## config.mk

```make
export PLATFORM = sky130hd
export DESIGN_NAME = dior_top
export DESIGN_NICKNAME = d
export VERILOG_FILES = /design/src/common/dior_pkg.sv /design/src/design/dior_top.sv /design/src/design/dior_debounce.sv /design/src/design/dior_out_sel.sv
export SDC_FILE = /design/constraint.sdc
export NUM_CORES = 1
export LEC_CHECK = 0
export BUFFER_PORTS_ARGS = -buffer_cell sky130_fd_sc_hd__buf_4
export CAP_MARGIN = 25
export CORE_MARGIN = 2
export CORE_UTILIZATION = 25
export DETAILED_ROUTE_END_ITERATION = 16
export GPL_ROUTABILITY_DRIVEN = 0
export PLACE_DENSITY_LB_ADDON = 0.2
export SKIP_LAST_GASP = 1
export SLEW_MARGIN = 10
export SYNTH_ARGS = -nofsm -noshare
export SYNTH_HDL_FRONTEND = slang
export SYNTH_SLANG_ARGS = --single-unit
export TNS_END_PERCENT = 20
```

## constraint.sdc

```tcl
create_clock -name clk_i -period 3.8 [get_ports clk_i]
set_input_delay 0.38 -clock clk_i [delete_from_list [all_inputs] [get_ports clk_i]]
set_output_delay 0.38 -clock clk_i [all_outputs]
set_load 0.02 [all_outputs]
```

## src/common/dior_pkg.sv

```systemverilog
// Purpose: shared constants and types for the drive I/O routing block
// Assumes: 50 MHz system clock, source codes kept in their printed form
// Notes:   sink vector order matches the field order of dior_cmd_s
package dior_pkg;

    // --------
    // timing
    // --------
    localparam int unsigned CLK_HZ = 50_000_000;
    localparam int unsigned FILT_STEP_US = 1000;
    localparam int unsigned FILT_STEP_CYC = (CLK_HZ / 1_000_000) * FILT_STEP_US;
    localparam int unsigned FILT_W = 4;

    // --------
    // pins and source codes
    // --------
    localparam int unsigned NUM_DI = 4;
    localparam int unsigned NUM_BIDIR = 2;
    localparam int unsigned NUM_IN = NUM_DI + NUM_BIDIR;
    localparam int unsigned IN_W = 32;
    localparam logic [4:0] BIDIR_BIT0 = 5'h18;
    localparam logic [9:0] SRC_INPUT_WORD = 10'h2d2;
    localparam logic [7:0] SRC_STAT_ONE = 8'h34;
    localparam logic [7:0] SRC_STAT_TWO = 8'h35;
    localparam logic [7:0] SRC_OUT_OFF = 8'h00;

    // --------
    // preset macros
    // --------
    localparam logic [7:0] MACRO_TWO_WIRE_1 = 8'h3c;
    localparam logic [7:0] MACRO_TWO_WIRE_2 = 8'h3d;
    localparam logic [4:0] MACRO_BIT_A = 5'h00;
    localparam logic [4:0] MACRO_BIT_B = 5'h01;

    // --------
    // command sinks, index = bit in the sink vector
    // --------
    localparam int unsigned NUM_SINKS = 12;
    localparam int unsigned SNK_WIRE3 = 0;
    localparam int unsigned SNK_WIRE2 = 1;
    localparam int unsigned SNK_WIRE1 = 2;
    localparam int unsigned SNK_NEGATE = 3;
    localparam int unsigned SNK_BRK_CLOSE = 4;
    localparam int unsigned SNK_BRK_REL = 5;
    localparam int unsigned SNK_MOP_DOWN = 6;
    localparam int unsigned SNK_MOP_UP = 7;
    localparam int unsigned SNK_CDS0 = 8;
    localparam int unsigned SNK_FAST = 9;
    localparam int unsigned SNK_COAST = 10;
    localparam int unsigned SNK_RUN = 11;

    typedef struct packed {
        logic run;
        logic coast;
        logic fast;
        logic cds0;
        logic mop_up;
        logic mop_down;
        logic brk_rel;
        logic brk_close;
        logic negate;
        logic wire1;
        logic wire2;
        logic wire3;
    } dior_cmd_s;

    typedef struct packed {
        logic [9:0] word;
        logic [4:0] idx;
    } dior_sink_src_s;

    typedef struct packed {
        logic [7:0] word;
        logic [3:0] idx;
    } dior_out_src_s;

    typedef enum logic [1:0] {DIR_STOP = 2'b00, DIR_CW = 2'b01, DIR_CCW = 2'b11} dior_dir_e;
    typedef enum logic [1:0] {MOT_OFF = 2'b00, MOT_RUN = 2'b01, MOT_BRAKE = 2'b11} dior_mot_e;
    typedef enum logic [1:0] {WM_DIRECT = 2'b00, WM_TWO_1 = 2'b01, WM_TWO_2 = 2'b11} dior_wire_e;

endpackage : dior_pkg

```

## src/design/dior_top.sv

```systemverilog
// Purpose: digital input routing, output routing and two-wire decoding
// Assumes: one 50 MHz clock, synchronous active-low reset
// Notes:   configuration arrives as plain ports, no register bus
`timescale 1ns/1ns

module dior_top
    import dior_pkg::*;
#(
    parameter int unsigned FILT_TICK = FILT_STEP_CYC
) (
    input wire logic clk_i,
    input wire logic rst_n_i,
    input wire logic [NUM_DI-1:0] ext_input_pin_i,
    input wire logic [NUM_BIDIR-1:0] bidir_pin_i,
    output logic [NUM_BIDIR-1:0] bidir_pin_o,
    output logic [NUM_BIDIR-1:0] bidir_pin_oe_o,
    input wire logic [NUM_BIDIR-1:0] bidir_is_out_i,
    input wire logic [FILT_W-1:0] input_filter_time_i,
    input wire dior_sink_src_s [NUM_SINKS-1:0] command_sink_selector_i,
    input wire dior_out_src_s [NUM_BIDIR-1:0] out_source_i,
    input wire logic [NUM_BIDIR-1:0] output_polarity_i,
    input wire logic [15:0] status_word_one_i,
    input wire logic [15:0] status_word_two_i,
    input wire logic [7:0] preset_macro_sel_i,
    input wire logic quick_comm_i,
    input wire logic standstill_i,
    output logic [IN_W-1:0] input_state_word_o,
    output dior_cmd_s sink_cmd_o,
    output logic motor_on_o,
    output logic braking_o,
    output logic dir_ccw_o,
    output logic setpoint_negate_o,
    output logic ramp_stop_o,
    output logic fast_ramp_stop_o,
    output logic coast_stop_o,
    output logic command_set_select_o,
    output logic mop_raise_o,
    output logic mop_lower_o,
    output logic brake_release_o
);
    // --------
    // filter step divider
    // --------
    localparam int unsigned TICK_W = $clog2(FILT_TICK + 1);

    logic [TICK_W-1:0] tick_cnt;
    logic filt_step;

    always_ff @(posedge clk_i) begin
        if (!rst_n_i) begin
            tick_cnt <= '0;
            filt_step <= 1'b0;
        end else if (tick_cnt == TICK_W'(FILT_TICK - 1)) begin
            tick_cnt <= '0;
            filt_step <= 1'b1;
        end else begin
            tick_cnt <= tick_cnt + 1'b1;
            filt_step <= 1'b0;
        end
    end

    // --------
    // input conditioning
    // --------
    logic [NUM_IN-1:0] raw_in;
    logic [NUM_IN-1:0] clean_in;

    assign raw_in = {bidir_pin_i, ext_input_pin_i};

    for (genvar g = 0; g < NUM_IN; g++) begin : g_in
        dior_debounce u_deb (
            .clk_i(clk_i),
            .rst_n_i(rst_n_i),
            .step_i(filt_step),
            .pin_i(raw_in[g]),
            .filt_steps_i(input_filter_time_i),
            .level_o(clean_in[g])
        );
    end

    // a pin set up as output reads as zero in the state word
    always_comb begin
        input_state_word_o = '0;
        input_state_word_o[NUM_DI-1:0] = clean_in[NUM_DI-1:0];
        for (int i = 0; i < NUM_BIDIR; i++) begin
            input_state_word_o[BIDIR_BIT0 + i] = clean_in[NUM_DI + i] & ~bidir_is_out_i[i];
        end
    end

    // --------
    // preset macro, taken only while quick commissioning runs
    // --------
    logic [7:0] macro;
    dior_wire_e wire_mode;

    always_ff @(posedge clk_i) begin
        if (!rst_n_i) begin
            macro <= '0;
        end else if (quick_comm_i) begin
            macro <= preset_macro_sel_i;
        end
    end

    always_comb begin
        case (macro)
            MACRO_TWO_WIRE_1: wire_mode = WM_TWO_1;
            MACRO_TWO_WIRE_2: wire_mode = WM_TWO_2;
            default: wire_mode = WM_DIRECT;
        endcase
    end

    // --------
    // command sink routing
    // --------
    function automatic logic sink_pick(input dior_sink_src_s s, input logic [IN_W-1:0] w);
        return (s.word == SRC_INPUT_WORD) ? w[s.idx] : 1'b0;
    endfunction : sink_pick

    function automatic dior_sink_src_s in_src(input logic [4:0] b);
        return '{word: SRC_INPUT_WORD, idx: b};
    endfunction : in_src

    // an explicit selection wins over the macro's default wiring
    dior_sink_src_s [NUM_SINKS-1:0] eff_sel;

    always_comb begin
        eff_sel = command_sink_selector_i;
        if (wire_mode == WM_TWO_1) begin
            if (eff_sel[SNK_RUN].word != SRC_INPUT_WORD) begin
                eff_sel[SNK_RUN] = in_src(MACRO_BIT_A);
            end
            if (eff_sel[SNK_NEGATE].word != SRC_INPUT_WORD) begin
                eff_sel[SNK_NEGATE] = in_src(MACRO_BIT_B);
            end
        end else if (wire_mode == WM_TWO_2) begin
            if (eff_sel[SNK_WIRE1].word != SRC_INPUT_WORD) begin
                eff_sel[SNK_WIRE1] = in_src(MACRO_BIT_A);
            end
            if (eff_sel[SNK_WIRE2].word != SRC_INPUT_WORD) begin
                eff_sel[SNK_WIRE2] = in_src(MACRO_BIT_B);
            end
        end
    end

    logic [NUM_SINKS-1:0] next_sink;

    always_comb begin
        for (int i = 0; i < NUM_SINKS; i++) begin
            next_sink[i] = sink_pick(eff_sel[i], input_state_word_o);
        end
    end

    always_ff @(posedge clk_i) begin
        if (!rst_n_i) begin
            sink_cmd_o <= '0;
        end else begin
            sink_cmd_o <= dior_cmd_s'(next_sink);
        end
    end

    // --------
    // plain sink consumers
    // --------
    assign command_set_select_o = sink_cmd_o.cds0;
    assign mop_raise_o = sink_cmd_o.mop_up & ~sink_cmd_o.mop_down;
    assign mop_lower_o = sink_cmd_o.mop_down & ~sink_cmd_o.mop_up;
    // close has priority so a wiring slip cannot drop the load
    assign brake_release_o = sink_cmd_o.brk_rel & ~sink_cmd_o.brk_close;
    assign coast_stop_o = sink_cmd_o.coast;
    assign fast_ramp_stop_o = sink_cmd_o.fast;

    // --------
    // two-wire decoding
    // --------
    logic cw_q;
    logic ccw_q;
    logic cw_first;
    dior_dir_e dir;
    dior_dir_e next_dir;

    // first-high order taken from registered edges
    always_ff @(posedge clk_i) begin
        if (!rst_n_i) begin
            cw_q <= 1'b0;
            ccw_q <= 1'b0;
            cw_first <= 1'b1;
        end else begin
            cw_q <= sink_cmd_o.wire1;
            ccw_q <= sink_cmd_o.wire2;
            if (sink_cmd_o.wire1 && !cw_q && !ccw_q) begin
                cw_first <= 1'b1;
            end else if (sink_cmd_o.wire2 && !ccw_q && !cw_q) begin
                cw_first <= 1'b0;
            end
        end
    end

    always_comb begin
        next_dir = dir;
        case (wire_mode)
            WM_TWO_1, WM_DIRECT: begin
                if (!sink_cmd_o.run) begin
                    next_dir = DIR_STOP;
                end else if (sink_cmd_o.negate) begin
                    next_dir = DIR_CCW;
                end else begin
                    next_dir = DIR_CW;
                end
            end
            WM_TWO_2: begin
                if (!sink_cmd_o.wire1 && !sink_cmd_o.wire2) begin
                    next_dir = DIR_STOP;
                end else if (dir == DIR_CW && !sink_cmd_o.wire1) begin
                    next_dir = DIR_STOP;
                end else if (dir == DIR_CCW && !sink_cmd_o.wire2) begin
                    next_dir = DIR_STOP;
                end else if (dir == DIR_STOP && standstill_i) begin
                    if (sink_cmd_o.wire1 && sink_cmd_o.wire2) begin
                        next_dir = cw_first ? DIR_CW : DIR_CCW;
                    end else if (sink_cmd_o.wire1) begin
                        next_dir = DIR_CW;
                    end else begin
                        next_dir = DIR_CCW;
                    end
                end
            end
            default: next_dir = DIR_STOP;
        endcase
    end

    always_ff @(posedge clk_i) begin
        if (!rst_n_i) begin
            dir <= DIR_STOP;
        end else begin
            dir <= next_dir;
        end
    end

    // --------
    // on/off sequence
    // --------
    dior_mot_e mot;
    logic run_req;

    assign run_req = (dir != DIR_STOP) && !sink_cmd_o.fast;

    always_ff @(posedge clk_i) begin
        if (!rst_n_i) begin
            mot <= MOT_OFF;
        end else begin
            case (mot)
                MOT_OFF: begin
                    if (run_req && !sink_cmd_o.coast) begin
                        mot <= MOT_RUN;
                    end
                end
                MOT_RUN: begin
                    if (sink_cmd_o.coast) begin
                        mot <= MOT_OFF;
                    end else if (!run_req) begin
                        mot <= MOT_BRAKE;
                    end
                end
                MOT_BRAKE: begin
                    if (sink_cmd_o.coast || standstill_i) begin
                        mot <= MOT_OFF;
                    end
                end
                default: mot <= MOT_OFF;
            endcase
        end
    end

    // direction is held while dir is DIR_STOP so the ramp ends the same way
    always_ff @(posedge clk_i) begin
        if (!rst_n_i) begin
            dir_ccw_o <= 1'b0;
        end else if (dir != DIR_STOP) begin
            dir_ccw_o <= (dir == DIR_CCW);
        end
    end

    assign motor_on_o = (mot != MOT_OFF);
    assign braking_o = (mot == MOT_BRAKE);
    assign ramp_stop_o = (mot == MOT_BRAKE) && !sink_cmd_o.fast;
    assign setpoint_negate_o = (wire_mode == WM_TWO_2) ? dir_ccw_o : sink_cmd_o.negate;

    // --------
    // digital outputs
    // --------
    for (genvar g = 0; g < NUM_BIDIR; g++) begin : g_out
        dior_out_sel u_out (
            .clk_i(clk_i),
            .rst_n_i(rst_n_i),
            .src_i(out_source_i[g]),
            .invert_i(output_polarity_i[g]),
            .stat_one_i(status_word_one_i),
            .stat_two_i(status_word_two_i),
            .out_o(bidir_pin_o[g])
        );
    end

    assign bidir_pin_oe_o = bidir_is_out_i;

endmodule : dior_top

```

## src/design/dior_debounce.sv

```systemverilog
// Purpose: synchronise and debounce one input pin
// Assumes: filt_steps_i counts filter steps of one step_i pulse each
// Notes:   zero steps passes the synchronised level straight through
`timescale 1ns/1ns
module dior_debounce
    import dior_pkg::*;
(
    input wire logic clk_i,
    input wire logic rst_n_i,
    input wire logic step_i,
    input wire logic pin_i,
    input wire logic [FILT_W-1:0] filt_steps_i,
    output logic level_o
);
    logic s1;
    logic s2;
    logic s3;
    logic [FILT_W-1:0] cnt;

    always_ff @(posedge clk_i) begin
        if (!rst_n_i) begin
            s1 <= 1'b0;
            s2 <= 1'b0;
            s3 <= 1'b0;
        end else begin
            s1 <= pin_i;
            s2 <= s1;
            s3 <= s2;
        end
    end

    // a change is seen only once the second and third stage agree
    always_ff @(posedge clk_i) begin
        if (!rst_n_i) begin
            level_o <= 1'b0;
            cnt <= '0;
        end else if (s2 != s3 || s3 == level_o) begin
            cnt <= '0;
        end else if (filt_steps_i == '0 || cnt >= filt_steps_i) begin
            level_o <= s3;
            cnt <= '0;
        end else if (step_i) begin
            cnt <= cnt + 1'b1;
        end
    end

endmodule : dior_debounce

```

## src/design/dior_out_sel.sv

```systemverilog
// Purpose: pick one status bit for a digital output and apply polarity
// Assumes: status words arrive on the system clock
// Notes:   a deselected output stays low whatever its polarity
`timescale 1ns/1ns
module dior_out_sel
    import dior_pkg::*;
(
    input wire logic clk_i,
    input wire logic rst_n_i,
    input wire dior_out_src_s src_i,
    input wire logic invert_i,
    input wire logic [15:0] stat_one_i,
    input wire logic [15:0] stat_two_i,
    output logic out_o
);
    function automatic logic pick(input dior_out_src_s s, input logic [15:0] w1,
                                  input logic [15:0] w2);
        logic r;
        r = 1'b0;
        if (s.word == SRC_STAT_ONE) begin
            r = w1[s.idx];
        end else if (s.word == SRC_STAT_TWO) begin
            r = w2[s.idx];
        end
        return r;
    endfunction : pick

    always_ff @(posedge clk_i) begin
        if (!rst_n_i) begin
            out_o <= 1'b0;
        end else if (src_i.word == SRC_OUT_OFF) begin
            out_o <= 1'b0;
        end else begin
            out_o <= pick(src_i, stat_one_i, stat_two_i) ^ invert_i;
        end
    end

endmodule : dior_out_sel

```

Word level (Yosys, flattened, before mapping)
Index checks and enable logic that the tools add are counted.

Multiplexer cells: 66. Order comparisons: 20. Reductions and logical operators: 69. Add/subtract/negate cells: 7. Bitwise gates (word level): 19. Equality and inequality tests: 45.

Operators with widths (count): equality test 10 bit (second input constant) (12); 2-to-1 mux 15 bit (6); < comparator 5 x 6 -> 1 bit (second input constant) (12); binary-select mux 1 bit (select 5 bit) (12); 2-to-1 mux 30 bit (2); equality test 8 x 6 -> 1 bit (second input constant) (6); != test 10 bit (second input constant) (4); AND reduction 2 bit (18); 2-to-1 mux 1 bit (26); 2-to-1 mux 2 bit (13); adder 4 x 1 -> 4 bit (second input constant) (6); >= comparator 4 bit (6); OR reduction 3 bit (6); adder 16 x 1 -> 16 bit (second input constant) (1); binary-select mux 1 bit (select 4 bit) (4); equality test 16 bit (second input constant) (1); zero test 8 bit (2); logical OR 1 bit (13); logical AND 1 bit (12); NOT 1 bit (12); < comparator 4 x 5 -> 1 bit (second input constant) (2); OR reduction 2 bit (5); one-hot mux 2 bit (2 select lines) (2); equality test 1 bit (6); 15 further kinds (37).

Register bits: 95. Input port bits: 262. Output and inout port bits: 59.

Logic depth before layout (Yosys ltp)
Depth in word-level cells: 7. Mapped depth: 8. Mapped depth without buffers: 8.

Cells and area by module
Synthesis repeated with hierarchy kept, for this count alone.

Cells, all modules: 760. Area, all modules: 6454.9 um^2.

Modules (own cells, without submodules): dior_top (times used 1, sequential area each 900.9 um^2, area an instance 3064.2 um^2, cells an instance 390); dior_debounce (times used 6, sequential area each 160.2 um^2, area an instance 427.9 um^2, cells an instance 44); dior_out_sel (times used 2, sequential area each 20.0 um^2, area an instance 411.6 um^2, cells an instance 53).

Worst setup path before layout
OpenSTA, ideal clock, no wires.

Path kind: register to register. From: register g_in[0].u_deb.cnt[0]. To: register g_in[0].u_deb.level_o. Slack: 1.872 ns. Arrival time: 1.858 ns. Period minus slack after synthesis: 1.928 ns. Data required time: 3.730 ns. Stages on the path, launching flop included: 9. Path through: dfxtp_1 > inv_1 > ha_1 > nand2b_1 > a21o_1 > a21o_1 > a211oi_1 > mux2_2 > a21oi_1.

Longest elaborated chain between the ends: 3.

RTL lines: from (decl) (line dior_debounce.sv:18) `logic [FILT_W-1:0] cnt;`; from (signal assigned) (line dior_debounce.sv:43) `cnt <= cnt + 1'b1;`; >= comparator 4 bit (line dior_debounce.sv:39) `end else if (filt_steps_i == '0 || cnt >= filt_steps_i) begin`; logical OR 1 bit (line dior_debounce.sv:39); AND reduction 2 bit (no source line); to (signal assigned) (line dior_debounce.sv:35) `level_o <= 1'b0;`; to (signal assigned) (line dior_debounce.sv:40) `level_o <= s3;`; to (decl) (line dior_debounce.sv:13) `output logic level_o`.

No other way between the ends. A chain may end at the register's enable or synchronous reset.

Worst setup path in the final report
From: register macro[1]. To: output port setpoint_negate_o.

Longest elaborated chain between the ends: 4. Elaborated cells between the ends (all ways): 5. Those cells by class: eq/ne (3); mux (2).

RTL lines: from (decl) (line dior_top.sv:93) `logic [7:0] macro;`; from (signal assigned) (line dior_top.sv:100) `macro <= preset_macro_sel_i;`; equality test 8 x 6 -> 1 bit (line dior_top.sv:105) `case (macro)`; one-hot mux 2 bit (2 select lines) (*) (line dior_top.sv:105); equality test 2 bit (*) (line dior_top.sv:286) `assign setpoint_negate_o = (wire_mode == WM_TWO_2) ? dir_ccw_o : sink_cmd_o.negate;`; 2-to-1 mux 1 bit (*) (line dior_top.sv:286); to (decl) (line dior_top.sv:32) `output logic setpoint_negate_o,`.

Every way passes the cells marked *; elsewhere a longest branch is shown, timed or not.

==> flow_summary.yaml <==
detailed_routing:
  vias: 5960
  1st_pass_router_iterations: 4
  detail-route-antenna-nets: 0
  totalWireLength_um: 20200
  drt_drc: 0
  dr.first_iter.drc_count: 216
  routed_wirelength_normalized_by_instance_count_um: 15.6
  routed_via_density: 4.61
global_route:
  first_global_vias: 6002
  grt_use_total: 0.155
  antenna_found_initial: 0
  globalRouteOverflowTotal: 0
  grt_first_pass_wirelength_um: 31100
  pin_count_of_the_biggest_net_entering_global_routing: 40
hold_path:
  hold_path_depth: 2
  min-delay-path-class: "input pin to flip-flop"
placement:
  io_buffers: 294
  detailed_place_hpwl_um: 16200
  post-place-cells: 1276
timing:
  worst_slew_pin_slew_ps: 828
  final.setup.tns_ps: 0
  maxClockFrequency_ghz: 0.390
  final_period_minus_worst_setup_slack_ps: 2560
  slew_violations: 0
  setup_viol: 0
  grt_setup_unrepaired: "no"
  fin_worst_hold_slack_ps: 235
  fin_skew_ps: 7.36
  max-slew-margin-rel: 0.444
  layout_worst_path_cycle_share: 0.675
  finalHoldViolCount: 0
pwr:
  ir_drop_uv: 163
  power-per-cell-area_nw_per_um2: 265
  standby_leakage_power_nw: 3.83
floorplan:
  die_height_um: 160
  coreArea_um2: 24100
  floorplan.io_pins: 321
  starting_density: 0.252
  die_x_um: 160
  die_area_um2: 25600
  std_cell_rows: 57
setup_path:
  worstSetupEndpointType: "output port"
  r2r_slack_ps: 1670
  critPathArrivalTime_ps: 2180
  cp_max_fo: 5
  start_kind: "flip-flop"
  reg2regPathDepth: 6
  worstSetupPathType: "flip-flop to output port"
  timing.critical_path.required_ps: 3420
logic_synthesis:
  edff_count_synth: 0
  synth-seq-cells: 95
  main_combinational_cell_family_by_area_after_synthesis: "simple AND/OR/NAND/NOR gates"
  synth_area_um2: 6080
  compound_cell_area_share_of_the_yosys_netlist: 0.125
  synth_ff_type: "dfxtp_1"
  yosysUniqueCellTypes: 59
  synthSimpleGateAreaFrac: 0.250
  synth_cells: 689
  synth.avg_cell_area_um2: 8.82
  synth-xor-area-share: 0.0432
  synth_mux_area_frac: 0.129
  adder_and_majority_cell_fraction_of_the_synthesized_area: 0.0638
  asyncSetResetFlopFracSynth: 0
  synth.yosys.seq_area_share: 0.313
  synth_warnings: 0
finish:
  n_antenna_cell: 0
  final_cell_count_no_fill: 1293
  final_common_cell: "buf_4"
  post_route_cells_drive_above_1_share: 0.346
  final_util: 0.362
  final_net_count: 1257
  layout_common_cells: "295 x buf_4, 95 x dfxtp_1, 77 x nor2_1, 48 x nand2_1, 34 x o21ai_0"
  synthToLayoutAreaGrowth_pct: 43.8
cts:
  cts_hold_buf: 0
  cts.sink_count: 95
  htree_levels: 3
  cts_buffers: 9
  cts.repair_timing.setup_buffer_count: 0
  cts.reportedPaths.clkPinSlew_ps: 70
  clk_path_buf_depth: 2
  clock_tree_from_tritoncts: "yes"
  cts-root-buf: "clkbuf_16"
  cts_resized: 0
  insertion_delay_ps: 350
run_status:
  outcome: "finished clean"
job:
  maxCapViolations: 0
==> sequential cells by signal, indices dropped and copies added (netlist names), 2 cells and up <==
signal              flops
dir                     2
g_in.u_deb.cnt         24
g_in.u_deb.level_o      6
g_in.u_deb.s1           6
g_in.u_deb.s2           6
g_in.u_deb.s3           6
g_out.u_out.out_o       2
macro                   8
mot                     2
sink_cmd_o              9
tick_cnt               16
==> worst max-delay path, stage by stage (launching register included) <==
cell	delay, ps
dfxtp_1	310
nand3b_1	180
nor4_2	550
nand2_1	290
mux2_2	340
buf_4	160
==> synth_stat cells, types with 17 or more instances <==
cell	n	share of area
nor2_1	77	0.048
inv_1	21	0.013
nor4bb_1	17	0.028
nand4_1	18	0.019
mux2i_1	30	0.049
clkbuf_1	17	0.011
xor2_1	20	0.029
nand2_1	48	0.030
buf_4	38	0.047
and2_1	22	0.023
a21oi_1	33	0.027
dfxtp_1	95	0.31
ha_1	31	0.064
o21ai_0	34	0.028
==> kinds of logic (layout without fill, tap and decap cells) <==
family / after synthesis / in the layout
buffers and inverters: 82 / 337
DFF: 95 / 95
muxes: 54 / 54
xor gates and xnor gates: 30 / 30
other: 1 / 26
and+or+nand+nor: 276 / 276
adders and majority gates: 31 / 31
AOI/OAI and AO/OA: 120 / 120
==> power by group <==
part / switching [mW] / leakage (nW) / internal [mW] / total [mW]
sequential: 0.0102 / 0.771 / 1.01 / 1.02
clock: 0.419 / 0.132 / 0.445 / 0.865
combinational: 0.170 / 2.93 / 0.261 / 0.431
total: 0.600 / 3.83 / 1.72 / 2.32
==> final cells by class <==
cell class              count  area, µm²
clock buffers               9        225
clock inverters             7       47.5
fillers                  2563      15400
inverters                  24       90.1
multi-input cells         537       3810
flip-flops and latches     95       1900
well taps                 324        405
repair buffers            297       2260
==> metrics by stage <==
stage | setup WS (ps) | power [mW] | cell area (µm²)
6_report | 1240 | 2.32 | 8740
3_5_place_dp | 1550 | 1.47 | 8440
3_3_place_gp | 1590 | 1.47 | 8420
4_1_cts | 1180 | 2.36 | 8710
2_1_floorplan | 1870 | 1.23 | 6170
5_1_grt | 1100 | 2.43 | 8740
==> path summary, 6_finish.rpt <==
kind,startpoint,endpoint
setup / recovery,macro[1],setpoint_negate_o
hold / removal,ext_input_pin_i[0],g_in[0].u_deb.s1
setup reg to reg,g_in[2].u_deb.level_o,sink_cmd_o[1]
hold reg to reg,g_in[0].u_deb.s1,g_in[0].u_deb.s2
==> per-layer routing <==
layer | GRT usage | wire length, µm | vias up
met5 | 0 | 0 | -
met4 | 0.0373 | 310 | 0
met3 | 0.0421 | 1190 | 22
met2 | 0.279 | 10100 | 178
met1 | 0.184 | 8560 | 2756
li1 | - | - | 3004
(Power assumes the default switching activity.)
